File: src/rtl/dmc_pkg.sv
// Constants and types shared by the multiplier and arithmetic datapath
package dmc_pkg;

   localparam int DATA_W = 16;
   localparam int SUM_W  = 32;

   // Product shift select encodings
   localparam logic [1:0] PS_NONE = 2'h0;
   localparam logic [1:0] PS_L1   = 2'h1;
   localparam logic [1:0] PS_L4   = 2'h2;
   localparam logic [1:0] PS_R6   = 2'h3;
   localparam int PS_L1_BITS = 1;
   localparam int PS_L4_BITS = 4;
   localparam int PS_R6_BITS = 6;

   // Short immediate width and the shift count that means high word
   localparam int         IMM_BITS   = 13;
   localparam logic [4:0] HIGH_SHIFT = 5'h10;

   // Saturation values
   localparam logic [31:0] SAT_POS = 32'h7fff_ffff;
   localparam logic [31:0] SAT_NEG = 32'h8000_0000;

   // Field positions of the status word used by the status load
   localparam int ST_PS_LSB  = 0;
   localparam int ST_C_POS   = 9;
   localparam int ST_SX_POS  = 10;
   localparam int ST_TC_POS  = 11;
   localparam int ST_WR_POS  = 12;
   localparam int ST_SAT_POS = 13;

   // Reset values
   localparam logic       RST_CARRY = 1'b1;
   localparam logic       RST_SX    = 1'b1;
   localparam logic       RST_SAT   = 1'b0;
   localparam logic       RST_WRAP  = 1'b0;
   localparam logic [1:0] RST_PS    = PS_NONE;

   typedef enum logic [5:0] {
      OP_NOP, OP_LDOP, OP_LDOP_MOVE_P, OP_LDOP_ADD_P, OP_LDOP_ADD_P_SHIFT,
      OP_LDOP_SUB_P, OP_MULTIPLY, OP_MULTIPLY_IMM, OP_MULTIPLY_UNS,
      OP_MULT_SUM, OP_MULT_SUM_MOVE, OP_SQUARE_ADD, OP_SQUARE_SUB,
      OP_LOAD_PROD_HIGH, OP_SET_PSHIFT, OP_LOAD_SUM, OP_ADD_SUM,
      OP_SUB_SUM, OP_ADD_CARRY, OP_SUB_BORROW, OP_LOAD_SHIFT_OPND,
      OP_ADD_SHIFT_OPND, OP_SUB_SHIFT_OPND, OP_AND, OP_OR, OP_XOR,
      OP_LEFT_JUSTIFY, OP_BIT_TEST, OP_OPND_BIT_TEST, OP_SHIFT_LEFT,
      OP_SHIFT_RIGHT, OP_ROTATE_LEFT, OP_ROTATE_RIGHT, OP_STATUS_SET,
      OP_STATUS_CLEAR, OP_STATUS_LOAD, OP_BRANCH_WRAP
   } dmc_op_type;

   typedef enum logic [1:0] {
      STS_CARRY, STS_SIGN_EXT, STS_SATURATE, STS_TEST
   } dmc_sts_type;

   typedef enum logic [2:0] {
      ALU_NONE, ALU_LOAD, ALU_ADD, ALU_SUB, ALU_AND, ALU_OR, ALU_XOR
   } dmc_alu_type;

   typedef enum logic [1:0] {
      CY_KEEP, CY_NORMAL, CY_SET_ONLY, CY_CLR_ONLY
   } dmc_cy_type;

endpackage : dmc_pkg

File: src/rtl/dmc_core.sv
// Multiplier, product shifter, central ALU, sum register and status bits
//
// Notes on behaviour
// RULE1: Product shift: left one, left four, right six
// RULE2: Left four suits thirteen-bit immediate multiplies
// RULE3: Immediate multiply yields a product every two cycles
// RULE4: Operand load also loads/adds/moves/subtracts old product
// RULE5: Multiply-sum takes both operands every cycle
// RULE6: Moving multiply-sum shifts sample to next address
// RULE7: Unsigned multiply treats both operands as unsigned
// RULE8: Square ops feed one value to both inputs
// RULE9: Full 32-bit product lands in product register
// RULE10: Product reads always pass the product shifter
// RULE11: Times zero clears, times one copies, high loadable
// RULE12: ALU takes sum register plus shifter input
// RULE13: Left justify shifts sum register left
// RULE14: Operand-shifted ops use four operand bits
// RULE15: Operand bit test uses four bits, keeps sum
// RULE16: Saturation clamps to extreme values, sets wrap flag
// RULE17: Without saturation wrap freely; logic never wraps
// RULE18: Wrap, zero and computed jump conditions provided
// RULE19: Arithmetic and shifts update carry; others keep it
// RULE20: Carry add and borrow subtract use old carry
// RULE21: High-word add only sets, subtract only clears carry
// RULE22: Carry resets to one, settable, loadable, a condition
// RULE23: Select codes 00 none, 01, 10, 11 as given
// RULE24: Input shifter left 0 to 16, sign select
// RULE25: Wrap flag sticky until reset, branch or load
// RULE26: Multiply completes within one cycle; immediate multiply here takes two cycles
`timescale 1ns/1ps
module dmc_core (
   input  wire logic                 mclk_i,
   input  wire logic                 rst_n_i,
   input  wire logic                 op_valid_i,
   input  wire dmc_pkg::dmc_op_type  op_code_i,
   input  wire logic [15:0]          data_read_bus_i,
   input  wire logic [15:0]          program_read_bus_i,
   input  wire logic [4:0]           shift_count_i,
   input  wire dmc_pkg::dmc_sts_type status_sel_i,
   output logic                      op_ready_o,
   output logic [31:0]               sum_register_o,
   output logic [31:0]               product_holding_reg_o,
   output logic [15:0]               multiplier_operand_reg_o,
   output logic [31:0]               product_shifter_o,
   output logic [1:0]                product_shift_select_o,
   output logic                      carry_o,
   output logic                      arith_wrap_flag_o,
   output logic                      saturation_enable_o,
   output logic                      sign_extend_select_o,
   output logic                      test_flag_o,
   output logic                      zero_result_cond_o,
   output logic [15:0]               computed_jump_o,
   output logic                      data_move_o
);
   import dmc_pkg::*;

   typedef struct packed {
      logic [31:0] sum_reg;
      logic [31:0] prod_reg;
      logic [15:0] opnd_reg;
      logic [12:0] imm;
      logic        busy;
      logic        carry;
      logic        wrap;
      logic        sat_en;
      logic        sx_sel;
      logic        tc;
      logic [1:0]  ps_sel;
      logic        move;
   } dmc_state_type;

   localparam dmc_state_type ST_RST = '{
      sum_reg: 32'h0, prod_reg: 32'h0, opnd_reg: 16'h0, imm: 13'h0,
      busy: 1'b0, carry: RST_CARRY, wrap: RST_WRAP, sat_en: RST_SAT,
      sx_sel: RST_SX, tc: 1'b0, ps_sel: RST_PS, move: 1'b0};

   dmc_state_type st_ff;
   dmc_state_type nxt_st;

   logic [1:0]         rsync_ff;
   logic               rst_n;
   logic               fire;
   logic [31:0]        ps_out;
   logic [31:0]        ext_data;
   logic [31:0]        is_imm;
   logic [31:0]        is_opnd;
   logic [15:0]        mul_a;
   logic [15:0]        mul_b;
   logic signed [31:0] prod_s;
   logic [31:0]        prod_u;
   logic               sq_sel;
   logic               ms_sel;
   logic               operand_indexed_test_sel;
   dmc_alu_type        alu_k;
   dmc_cy_type         cy_k;
   logic [31:0]        alu_b;
   logic [31:0]        b_eff;
   logic               cin;
   logic [32:0]        sum33;
   logic               wrapped;
   logic [31:0]        arith;

   // Reset release through two flops
   always_ff @(posedge mclk_i or negedge rst_n_i) begin
      if (!rst_n_i) begin
         rsync_ff <= 2'h0;
      end else begin
         rsync_ff <= {rsync_ff[0], 1'b1};
      end
   end
   assign rst_n = rsync_ff[1];

   assign op_ready_o = !st_ff.busy;
   assign fire       = op_valid_i && op_ready_o;

   // Product shifter on every product read
   dmc_pshift u_pshift (
      .prod_i    (st_ff.prod_reg),
      .sel_i     (st_ff.ps_sel),
      .shifted_o (ps_out)
   ); // [RULE10]

   // Input shifter: zero fill low, sign or zero fill high
   assign ext_data = st_ff.sx_sel ?
                     {{16{data_read_bus_i[15]}}, data_read_bus_i} :
                     {16'h0, data_read_bus_i};                 // [RULE24]
   assign is_imm   = ext_data << shift_count_i;               // [RULE24]
   assign is_opnd  = ext_data << st_ff.opnd_reg[3:0];         // [RULE14]

   // Multiplier operand routing
   assign sq_sel = (op_code_i == OP_SQUARE_ADD) ||
                   (op_code_i == OP_SQUARE_SUB);
   assign ms_sel = (op_code_i == OP_MULT_SUM) ||
                   (op_code_i == OP_MULT_SUM_MOVE);
   assign mul_a  = (!st_ff.busy && (sq_sel || ms_sel)) ? data_read_bus_i
                                                       : st_ff.opnd_reg;
   always_comb begin
      if (st_ff.busy) begin
         mul_b = 16'($signed(st_ff.imm));
      end else if (ms_sel) begin
         mul_b = program_read_bus_i; // [RULE5]
      end else begin
         mul_b = data_read_bus_i;    // [RULE8]
      end
   end
   assign prod_s = $signed(mul_a) * $signed(mul_b);       // [RULE26]
   assign prod_u = {16'h0, mul_a} * {16'h0, mul_b};       // [RULE7]

   assign operand_indexed_test_sel = data_read_bus_i[st_ff.opnd_reg[3:0]];

   // Operation decode and next state
   always_comb begin
      nxt_st      = st_ff;
      nxt_st.move = 1'b0;
      alu_k       = ALU_NONE;
      cy_k        = CY_KEEP;
      alu_b       = ps_out;                               // [RULE12]
      cin         = 1'b0;
      if (st_ff.busy) begin
         nxt_st.prod_reg = 32'(prod_s);                   // [RULE3] [RULE11]
         nxt_st.busy     = 1'b0;
      end else if (fire) begin
         case (op_code_i)
            OP_LDOP: begin
               nxt_st.opnd_reg = data_read_bus_i;
            end
            OP_LDOP_MOVE_P: begin
               nxt_st.opnd_reg = data_read_bus_i;
               alu_k = ALU_LOAD;                          // [RULE4]
            end
            OP_LDOP_ADD_P: begin
               nxt_st.opnd_reg = data_read_bus_i;
               alu_k = ALU_ADD;                           // [RULE4]
               cy_k  = CY_NORMAL;
            end
            OP_LDOP_ADD_P_SHIFT: begin
               nxt_st.opnd_reg = data_read_bus_i;
               nxt_st.move     = 1'b1;                    // [RULE4]
               alu_k = ALU_ADD;
               cy_k  = CY_NORMAL;
            end
            OP_LDOP_SUB_P: begin
               nxt_st.opnd_reg = data_read_bus_i;
               alu_k = ALU_SUB;                           // [RULE4]
               cin   = 1'b1;
               cy_k  = CY_NORMAL;
            end
            OP_MULTIPLY: begin
               nxt_st.prod_reg = 32'(prod_s);             // [RULE9]
            end
            OP_MULTIPLY_IMM: begin
               nxt_st.imm  = data_read_bus_i[IMM_BITS-1:0];
               nxt_st.busy = 1'b1;                        // [RULE3]
            end
            OP_MULTIPLY_UNS: begin
               nxt_st.prod_reg = prod_u;                  // [RULE7]
            end
            OP_MULT_SUM, OP_MULT_SUM_MOVE: begin
               nxt_st.opnd_reg = data_read_bus_i;
               nxt_st.prod_reg = 32'(prod_s);             // [RULE5]
               nxt_st.move = (op_code_i == OP_MULT_SUM_MOVE); // [RULE6]
               alu_k = ALU_ADD;
               cy_k  = CY_NORMAL;
            end
            OP_SQUARE_ADD, OP_SQUARE_SUB: begin
               nxt_st.opnd_reg = data_read_bus_i;
               nxt_st.prod_reg = 32'(prod_s);             // [RULE8]
               alu_k = (op_code_i == OP_SQUARE_ADD) ? ALU_ADD : ALU_SUB;
               cin   = (op_code_i == OP_SQUARE_SUB);
               cy_k  = CY_NORMAL;
            end
            OP_LOAD_PROD_HIGH: begin
               nxt_st.prod_reg[31:16] = data_read_bus_i;  // [RULE11]
            end
            OP_SET_PSHIFT: begin
               nxt_st.ps_sel = data_read_bus_i[1:0];      // [RULE23]
            end
            OP_LOAD_SUM: begin
               alu_k = ALU_LOAD;
               alu_b = is_imm;
            end
            OP_ADD_SUM: begin
               alu_k = ALU_ADD;
               alu_b = is_imm;
               cy_k  = (shift_count_i == HIGH_SHIFT) ? CY_SET_ONLY
                                                     : CY_NORMAL; // [RULE21]
            end
            OP_SUB_SUM: begin
               alu_k = ALU_SUB;
               alu_b = is_imm;
               cin   = 1'b1;
               cy_k  = (shift_count_i == HIGH_SHIFT) ? CY_CLR_ONLY
                                                     : CY_NORMAL; // [RULE21]
            end
            OP_ADD_CARRY: begin
               alu_k = ALU_ADD;
               alu_b = {16'h0, data_read_bus_i};
               cin   = st_ff.carry;                       // [RULE20]
               cy_k  = CY_NORMAL;
            end
            OP_SUB_BORROW: begin
               alu_k = ALU_SUB;
               alu_b = {16'h0, data_read_bus_i};
               cin   = st_ff.carry;                       // [RULE20]
               cy_k  = CY_NORMAL;
            end
            OP_LOAD_SHIFT_OPND: begin
               alu_k = ALU_LOAD;
               alu_b = is_opnd;                           // [RULE14]
            end
            OP_ADD_SHIFT_OPND: begin
               alu_k = ALU_ADD;
               alu_b = is_opnd;                           // [RULE14]
               cy_k  = CY_NORMAL;
            end
            OP_SUB_SHIFT_OPND: begin
               alu_k = ALU_SUB;
               alu_b = is_opnd;                           // [RULE14]
               cin   = 1'b1;
               cy_k  = CY_NORMAL;
            end
            OP_AND: begin
               alu_k = ALU_AND;
               alu_b = is_imm;
            end
            OP_OR: begin
               alu_k = ALU_OR;
               alu_b = is_imm;
            end
            OP_XOR: begin
               alu_k = ALU_XOR;
               alu_b = is_imm;
            end
            OP_LEFT_JUSTIFY: begin
               if (st_ff.sum_reg == 32'h0) begin
                  nxt_st.tc = 1'b1;
               end else if (st_ff.sum_reg[31] ^ st_ff.sum_reg[30]) begin
                  nxt_st.tc = 1'b1;
               end else begin
                  nxt_st.tc = 1'b0;
                  nxt_st.sum_reg = st_ff.sum_reg << 1;    // [RULE13]
               end
            end
            OP_BIT_TEST: begin
               nxt_st.tc = data_read_bus_i[shift_count_i[3:0]];
            end
            OP_OPND_BIT_TEST: begin
               nxt_st.tc = operand_indexed_test_sel;                      // [RULE15]
            end
            OP_SHIFT_LEFT: begin
               nxt_st.carry   = st_ff.sum_reg[31];        // [RULE19]
               nxt_st.sum_reg = st_ff.sum_reg << 1;
            end
            OP_SHIFT_RIGHT: begin
               nxt_st.carry   = st_ff.sum_reg[0];         // [RULE19]
               nxt_st.sum_reg = {st_ff.sx_sel & st_ff.sum_reg[31],
                                 st_ff.sum_reg[31:1]};
            end
            OP_ROTATE_LEFT: begin
               nxt_st.carry   = st_ff.sum_reg[31];        // [RULE19]
               nxt_st.sum_reg = {st_ff.sum_reg[30:0], st_ff.carry};
            end
            OP_ROTATE_RIGHT: begin
               nxt_st.carry   = st_ff.sum_reg[0];         // [RULE19]
               nxt_st.sum_reg = {st_ff.carry, st_ff.sum_reg[31:1]};
            end
            OP_STATUS_SET, OP_STATUS_CLEAR: begin
               case (status_sel_i)
                  STS_CARRY: nxt_st.carry = (op_code_i == OP_STATUS_SET);
                  STS_SIGN_EXT: nxt_st.sx_sel = (op_code_i == OP_STATUS_SET);
                  STS_SATURATE: nxt_st.sat_en = (op_code_i == OP_STATUS_SET);
                  default: nxt_st.tc = (op_code_i == OP_STATUS_SET);
               endcase                                    // [RULE22]
            end
            OP_STATUS_LOAD: begin
               nxt_st.ps_sel = data_read_bus_i[ST_PS_LSB +: 2];
               nxt_st.carry  = data_read_bus_i[ST_C_POS]; // [RULE22]
               nxt_st.sx_sel = data_read_bus_i[ST_SX_POS];
               nxt_st.tc     = data_read_bus_i[ST_TC_POS];
               nxt_st.wrap   = data_read_bus_i[ST_WR_POS]; // [RULE25]
               nxt_st.sat_en = data_read_bus_i[ST_SAT_POS];
            end
            OP_BRANCH_WRAP: begin
               nxt_st.wrap = 1'b0;                        // [RULE18] [RULE25]
            end
            default: begin
               nxt_st.move = 1'b0;
            end
         endcase
      end

      // Central ALU: sum register is always one operand
      b_eff   = (alu_k == ALU_SUB) ? ~alu_b : alu_b;
      sum33   = {1'b0, st_ff.sum_reg} + {1'b0, b_eff} + {32'h0, cin};
      wrapped = (st_ff.sum_reg[31] == b_eff[31]) &&
                (sum33[31] != st_ff.sum_reg[31]);
      arith   = sum33[31:0];                              // [RULE17]
      if (wrapped && st_ff.sat_en) begin
         arith = st_ff.sum_reg[31] ? SAT_NEG : SAT_POS;   // [RULE16]
      end
      case (alu_k)
         ALU_LOAD: nxt_st.sum_reg = alu_b;
         ALU_AND:  nxt_st.sum_reg = st_ff.sum_reg & alu_b; // [RULE17]
         ALU_OR:   nxt_st.sum_reg = st_ff.sum_reg | alu_b;
         ALU_XOR:  nxt_st.sum_reg = st_ff.sum_reg ^ alu_b;
         ALU_ADD, ALU_SUB: begin
            nxt_st.sum_reg = arith;                       // [RULE12]
            if (wrapped) begin
               nxt_st.wrap = 1'b1;                        // [RULE16] [RULE25]
            end
         end
         default: nxt_st.sum_reg = nxt_st.sum_reg;
      endcase
      case (cy_k)
         CY_NORMAL:   nxt_st.carry = sum33[32];           // [RULE19]
         CY_SET_ONLY: nxt_st.carry = st_ff.carry | sum33[32]; // [RULE21]
         CY_CLR_ONLY: nxt_st.carry = st_ff.carry & sum33[32]; // [RULE21]
         default:     nxt_st.carry = nxt_st.carry;
      endcase
   end

   always_ff @(posedge mclk_i or negedge rst_n) begin
      if (!rst_n) begin
         st_ff <= ST_RST;                                 // [RULE22]
      end else begin
         st_ff <= nxt_st;
      end
   end

   assign sum_register_o           = st_ff.sum_reg;
   assign product_holding_reg_o    = st_ff.prod_reg;
   assign multiplier_operand_reg_o = st_ff.opnd_reg;
   assign product_shifter_o        = ps_out;              // [RULE10]
   assign product_shift_select_o   = st_ff.ps_sel;
   assign carry_o                  = st_ff.carry;         // [RULE22]
   assign arith_wrap_flag_o        = st_ff.wrap;          // [RULE18]
   assign saturation_enable_o      = st_ff.sat_en;
   assign sign_extend_select_o     = st_ff.sx_sel;
   assign test_flag_o              = st_ff.tc;
   assign zero_result_cond_o       = (st_ff.sum_reg == 32'h0); // [RULE18]
   assign computed_jump_o          = st_ff.sum_reg[15:0]; // [RULE18]
   assign data_move_o              = st_ff.move;          // [RULE6]
endmodule : dmc_core

File: src/rtl/dmc_pshift.sv
// Product shifter between the product register and the ALU or data bus
`timescale 1ns/1ps
module dmc_pshift (
   input  wire logic [31:0] prod_i,
   input  wire logic [1:0]  sel_i,
   output logic      [31:0] shifted_o
);
   import dmc_pkg::*;

   always_comb begin
      case (sel_i)
         PS_L1:   shifted_o = prod_i << PS_L1_BITS;   // [RULE1] [RULE23]
         PS_L4:   shifted_o = prod_i << PS_L4_BITS;   // [RULE2] [RULE23]
         PS_R6:   shifted_o = 32'($signed(prod_i) >>> PS_R6_BITS); // [RULE1]
         default: shifted_o = prod_i;
      endcase
   end

endmodule : dmc_pshift

File: config.mk
export PLATFORM = sky130hd
export DESIGN_NAME = dmc_core
export DESIGN_NICKNAME = d
export VERILOG_FILES = /design/src/rtl/dmc_pkg.sv /design/src/rtl/dmc_core.sv /design/src/rtl/dmc_pshift.sv
export SDC_FILE = /design/constraint.sdc
export NUM_CORES = 2
export LEC_CHECK = 0
export BUFFER_PORTS_ARGS = -buffer_cell sky130_fd_sc_hd__buf_2
export CORE_MARGIN = 4
export CORE_UTILIZATION = 50
export CTS_BUF_LIST = sky130_fd_sc_hd__clkbuf_4 sky130_fd_sc_hd__clkbuf_8
export DETAILED_ROUTE_END_ITERATION = 7
export PLACE_DENSITY = 0.68
export SLEW_MARGIN = 20
export SYNTH_ARGS = -nofsm -noshare
export SYNTH_HDL_FRONTEND = slang
export SYNTH_SLANG_ARGS = --single-unit
File: constraint.sdc
create_clock -name mclk_i -period 3.7 [get_ports mclk_i]
set_input_delay 0.37 -clock mclk_i [delete_from_list [all_inputs] [get_ports mclk_i]]
set_output_delay 0.37 -clock mclk_i [all_outputs]
set_load 0.02 [all_outputs]
==> reports/qor.yml <==
final_layout:
  fill_cells: 4493
  nets: 4999
  drive_gt1_share_pct: 37.6
  layout_commonest_cell: "buf_4"
  syn2layout_area_growth_pct: 37.7
  layout_common_cells: "976 x buf_4, 542 x inv_1, 363 x fa_1, 303 x nand2_1, 255 x nor2_1"
  fin_cells: 5096
worst_hold_path:
  hold_class: "input pin to async pin"
flow_run:
  maxCapViolations: 0
critical_path:
  rr_endpoint: "product_holding_reg_o[29]$_DFFE_PN0P_"
  worstSetupEndpointType: "register"
  timing.rr.start: "st_ff[8]$_DFF_PN0_"
  path_class: "register to register"
  critPathMaxFanout: 15
  worstPathRequired_ns: 4.07
  worstPathArrival_ns: 7.40
  crit_end: "product_holding_reg_o[29]$_DFFE_PN0P_"
  reg2regPathDepth: 27
  critical_path.startpoint: "st_ff[8]$_DFF_PN0_"
  r2r_slack_ns: -3.33
  cp-start-kind: "register"
logic_synthesis:
  synth_edf_count: 0
  synthCells: 3361
  ys_seq_area_share_pct: 9.11
  synth_top_flop_cell: "dfrtp_1"
  async_flop_share_pct: 100
  syn_nets: 4026
  synth_cell_types: 91
  yosys_warnings: 0
  syn_area_sq_um: 28600
  synth-seq-cells: 104
  synth.avg_cell_area_sq_um: 8.51
die:
  die_x_um: 247
  pin_count: 186
  initial_core_util_pct: 50.6
  fp-row-count: 87
  core_sq_um: 56500
  die_area_sq_um: 61100
  die_y_um: 247
sta:
  max_freq_mhz: 142
  slew-limit-headroom_pct: 47.4
  timing.final.crit_share_pct: 190
  setup_viol: 63
  worst-slew-pin-transition_ns: 0.789
  hold_ws_ns: 0.213
  layout_min_cycle_time_ns: 7.03
  fin_ws_ns: -3.33
  slew_viol_final: 0
  finClkSkew_ns: 0.0417
  hold_violations: 0
  grt_setup_unrepaired: "yes"
clock_network:
  cts_tree: "done"
  cts_buffers: 9
  h-tree-depth: 3
  cts_sinks: 104
  clockBufferDepth: 2
  clk_latency_ns: 0.47
  root_buffer: "clkbuf_8"
  cts.reportedPaths.clkPinSlew_ns: 0.15
placed_design:
  dp_cells: 5004
  place.port_buffers: 185
  place_congestion: 1.06
  dpl.hpwl_um: 98200
status:
  outcome: "finished with violations"
  violations: "negative setup slack"
route:
  ant_nets: 0
  vias: 29587
  vias_per_cell: 5.81
  drc_errors: 0
  drt_first_iter_violations: 2521
  dr.pass1.iters: 7
  detail_route.wl_per_cell_um: 23.3
  totalWireLength_um: 119000
global_routing:
  grt.total_usage_pct: 38.0
  grt_max_degree: 64
  overflow: 0
  antenna_found_initial: 2
  grt_pass1_vias: 30116
  grt_pass1_wl_um: 177000
==> flip-flops by register name, indices dropped and copies added, names as in the netlist <==
register,cells
product_holding_reg_o,32
sum_register_o,32
multiplier_operand_reg_o,16
st_ff,14
product_shift_select_o,2
rsync_ff,2
arith_wrap_flag_o,1
carry_o,1
data_move_o,1
saturation_enable_o,1
sign_extend_select_o,1
test_flag_o,1
==> how the worst min path moves through the flow <==
| stage | startpoint | end | slack (ns) | depth (start not counted) |
|---|---|---|---|---|
| final | rst_n_i | rsync_ff[1]$_DFF_PN0_ | 0.21 | 2 |
| after floorplan | rst_n_i | rsync_ff[0]$_DFF_PN0_ | 0.07 | 0 |
| after detailed placement | rst_n_i | rsync_ff[0]$_DFF_PN0_ | 0.16 | 1 |
| after global routing | rst_n_i | rsync_ff[1]$_DFF_PN0_ | 0.23 | 2 |
| after global placement | rst_n_i | rsync_ff[1]$_DFF_PN0_ | 0.16 | 1 |
| after CTS | rst_n_i | rsync_ff[1]$_DFF_PN0_ | 0.21 | 2 |
==> cells by family (layout without fill, tap and decap cells) <==
family	after synthesis	in the layout	share of synthesized area, %
buf+inv	814	1792	12.2
simple gates	795	795	12.3
flops	104	104	9.11
xor+xnor	112	112	3.43
mux	165	165	8.02
fa+ha+maj	619	619	36.8
compound gates	751	751	18.1
other cells	1	2	0.0131
==> layout make-up <==
| type | count | area [sq um] | area share [%] |
|---|---|---|---|
| Clock inverter | 7 | 63.8 | 0.162 |
| Sequential cell | 104 | 2610 | 6.64 |
| Multi-Input combinational cell | 2443 | 24200 | 61.4 |
| Tap cell | 756 | 946 | 2.40 |
| Antenna cell | 1 | 2.50 | 0.00636 |
| Clock buffer | 9 | 124 | 0.315 |
| Timing Repair Buffer | 1221 | 9360 | 23.8 |
| Inverter | 555 | 2080 | 5.29 |
==> repair_timing <==
action / CTS / global route
cloned: 3 / 5
setup endpoints to repair: 63 / 63
buffers inserted: 34 / 36
resized for setup: 131 / 145
hold endpoints to repair: 2 / 0
pin swaps: 34 / 55
hold buffers: 1 / 0
==> through the flow <==
| step | util [%] | setup slack [ns] | instance area [sq um] | setup TNS, ns |
|---|---|---|---|---|
| 2_1_floorplan | - | -3.63 | 29300 | -130.00 |
| 3_3_place_gp | 65.7 | -3.61 | 37100 | -167.80 |
| 3_5_place_dp | 65.7 | -3.74 | 37100 | -170.54 |
| 4_1_cts | 67.8 | -3.26 | 38300 | -130.09 |
| 5_1_grt | 69.7 | -3.58 | 39400 | -139.92 |
| 6_report | 69.7 | -3.33 | 39400 | -130.25 |
==> routing by layer <==
metal  part of all wire [%]  global-route usage, %  vias to the layer above  wire length, um
li1                       -                      -                    13214                -
met1                     37                   46.2                    14501            44500
met2                     47                   63.8                     1455            55800
met3                    8.3                   6.46                      417             9810
met4                    7.4                   21.7                        0             8740
met5                      0                      0                        -                0
==> critical path: stages (launching register included) <==
cell and delay (ns):
dfrtp_2 0.43, clkinv_1 0.06, nand2_1 0.07, nor3_4 0.17, buf_12 0.18, buf_4 0.15, mux2_2 0.40, nand2_1 0.12
fa_1 0.50, fa_1 0.52, inv_1 0.05, fa_1 0.50, inv_1 0.06, fa_1 0.56, fa_1 0.47, fa_1 0.54
inv_1 0.05, ha_1 0.29, a21o_1 0.21, a211oi_2 0.24, o32a_1 0.18, nand3_2 0.16, a31oi_1 0.21, buf_4 0.15
nand2_1 0.05, a21oi_1 0.16, xnor2_1 0.11, a221o_1 0.29
==> cells in the mapped netlist, types with 10 or more instances <==
| cell | n | area share, % |
|---|---|---|
| inv_1 | 553 | 7.3 |
| fa_1 | 369 | 26 |
| nand2_1 | 312 | 4.1 |
| nor2_1 | 261 | 3.4 |
| ha_1 | 248 | 11 |
| a21oi_1 | 153 | 2.7 |
| o21ai_0 | 150 | 2.6 |
| clkbuf_1 | 129 | 1.7 |
| dfrtp_1 | 102 | 8.9 |
| buf_4 | 98 | 2.6 |
| xnor2_1 | 74 | 2.3 |
| mux2_2 | 65 | 2.6 |
| mux2i_1 | 52 | 1.8 |
| a221oi_1 | 50 | 1.5 |
| o211ai_1 | 46 | 1.2 |
| a21o_1 | 45 | 1.2 |
| mux4_2 | 42 | 3.3 |
| nor3_1 | 40 | 0.70 |
| xor2_1 | 38 | 1.2 |
| o21a_1 | 36 | 0.95 |
| nand3_1 | 29 | 0.51 |
| and3_1 | 26 | 0.57 |
| a211oi_1 | 25 | 0.66 |
| a31oi_1 | 22 | 0.48 |
| nor2b_1 | 21 | 0.46 |
| a22oi_1 | 20 | 0.53 |
| nand4_1 | 19 | 0.42 |
| o22ai_1 | 19 | 0.42 |
| nand2b_1 | 17 | 0.37 |
| a221o_1 | 16 | 0.56 |
| a2bb2oi_1 | 15 | 0.46 |
| and2_1 | 14 | 0.31 |
| buf_2 | 14 | 0.25 |
| o31ai_1 | 14 | 0.37 |
| buf_1 | 11 | 0.14 |
| nor4_1 | 11 | 0.24 |
| o21bai_1 | 11 | 0.29 |
| a21boi_0 | 10 | 0.26 |
Power is left out: the tool's default activity adds up to more than one toggle a clock period on the data nets, which glitch-free logic cannot reach.
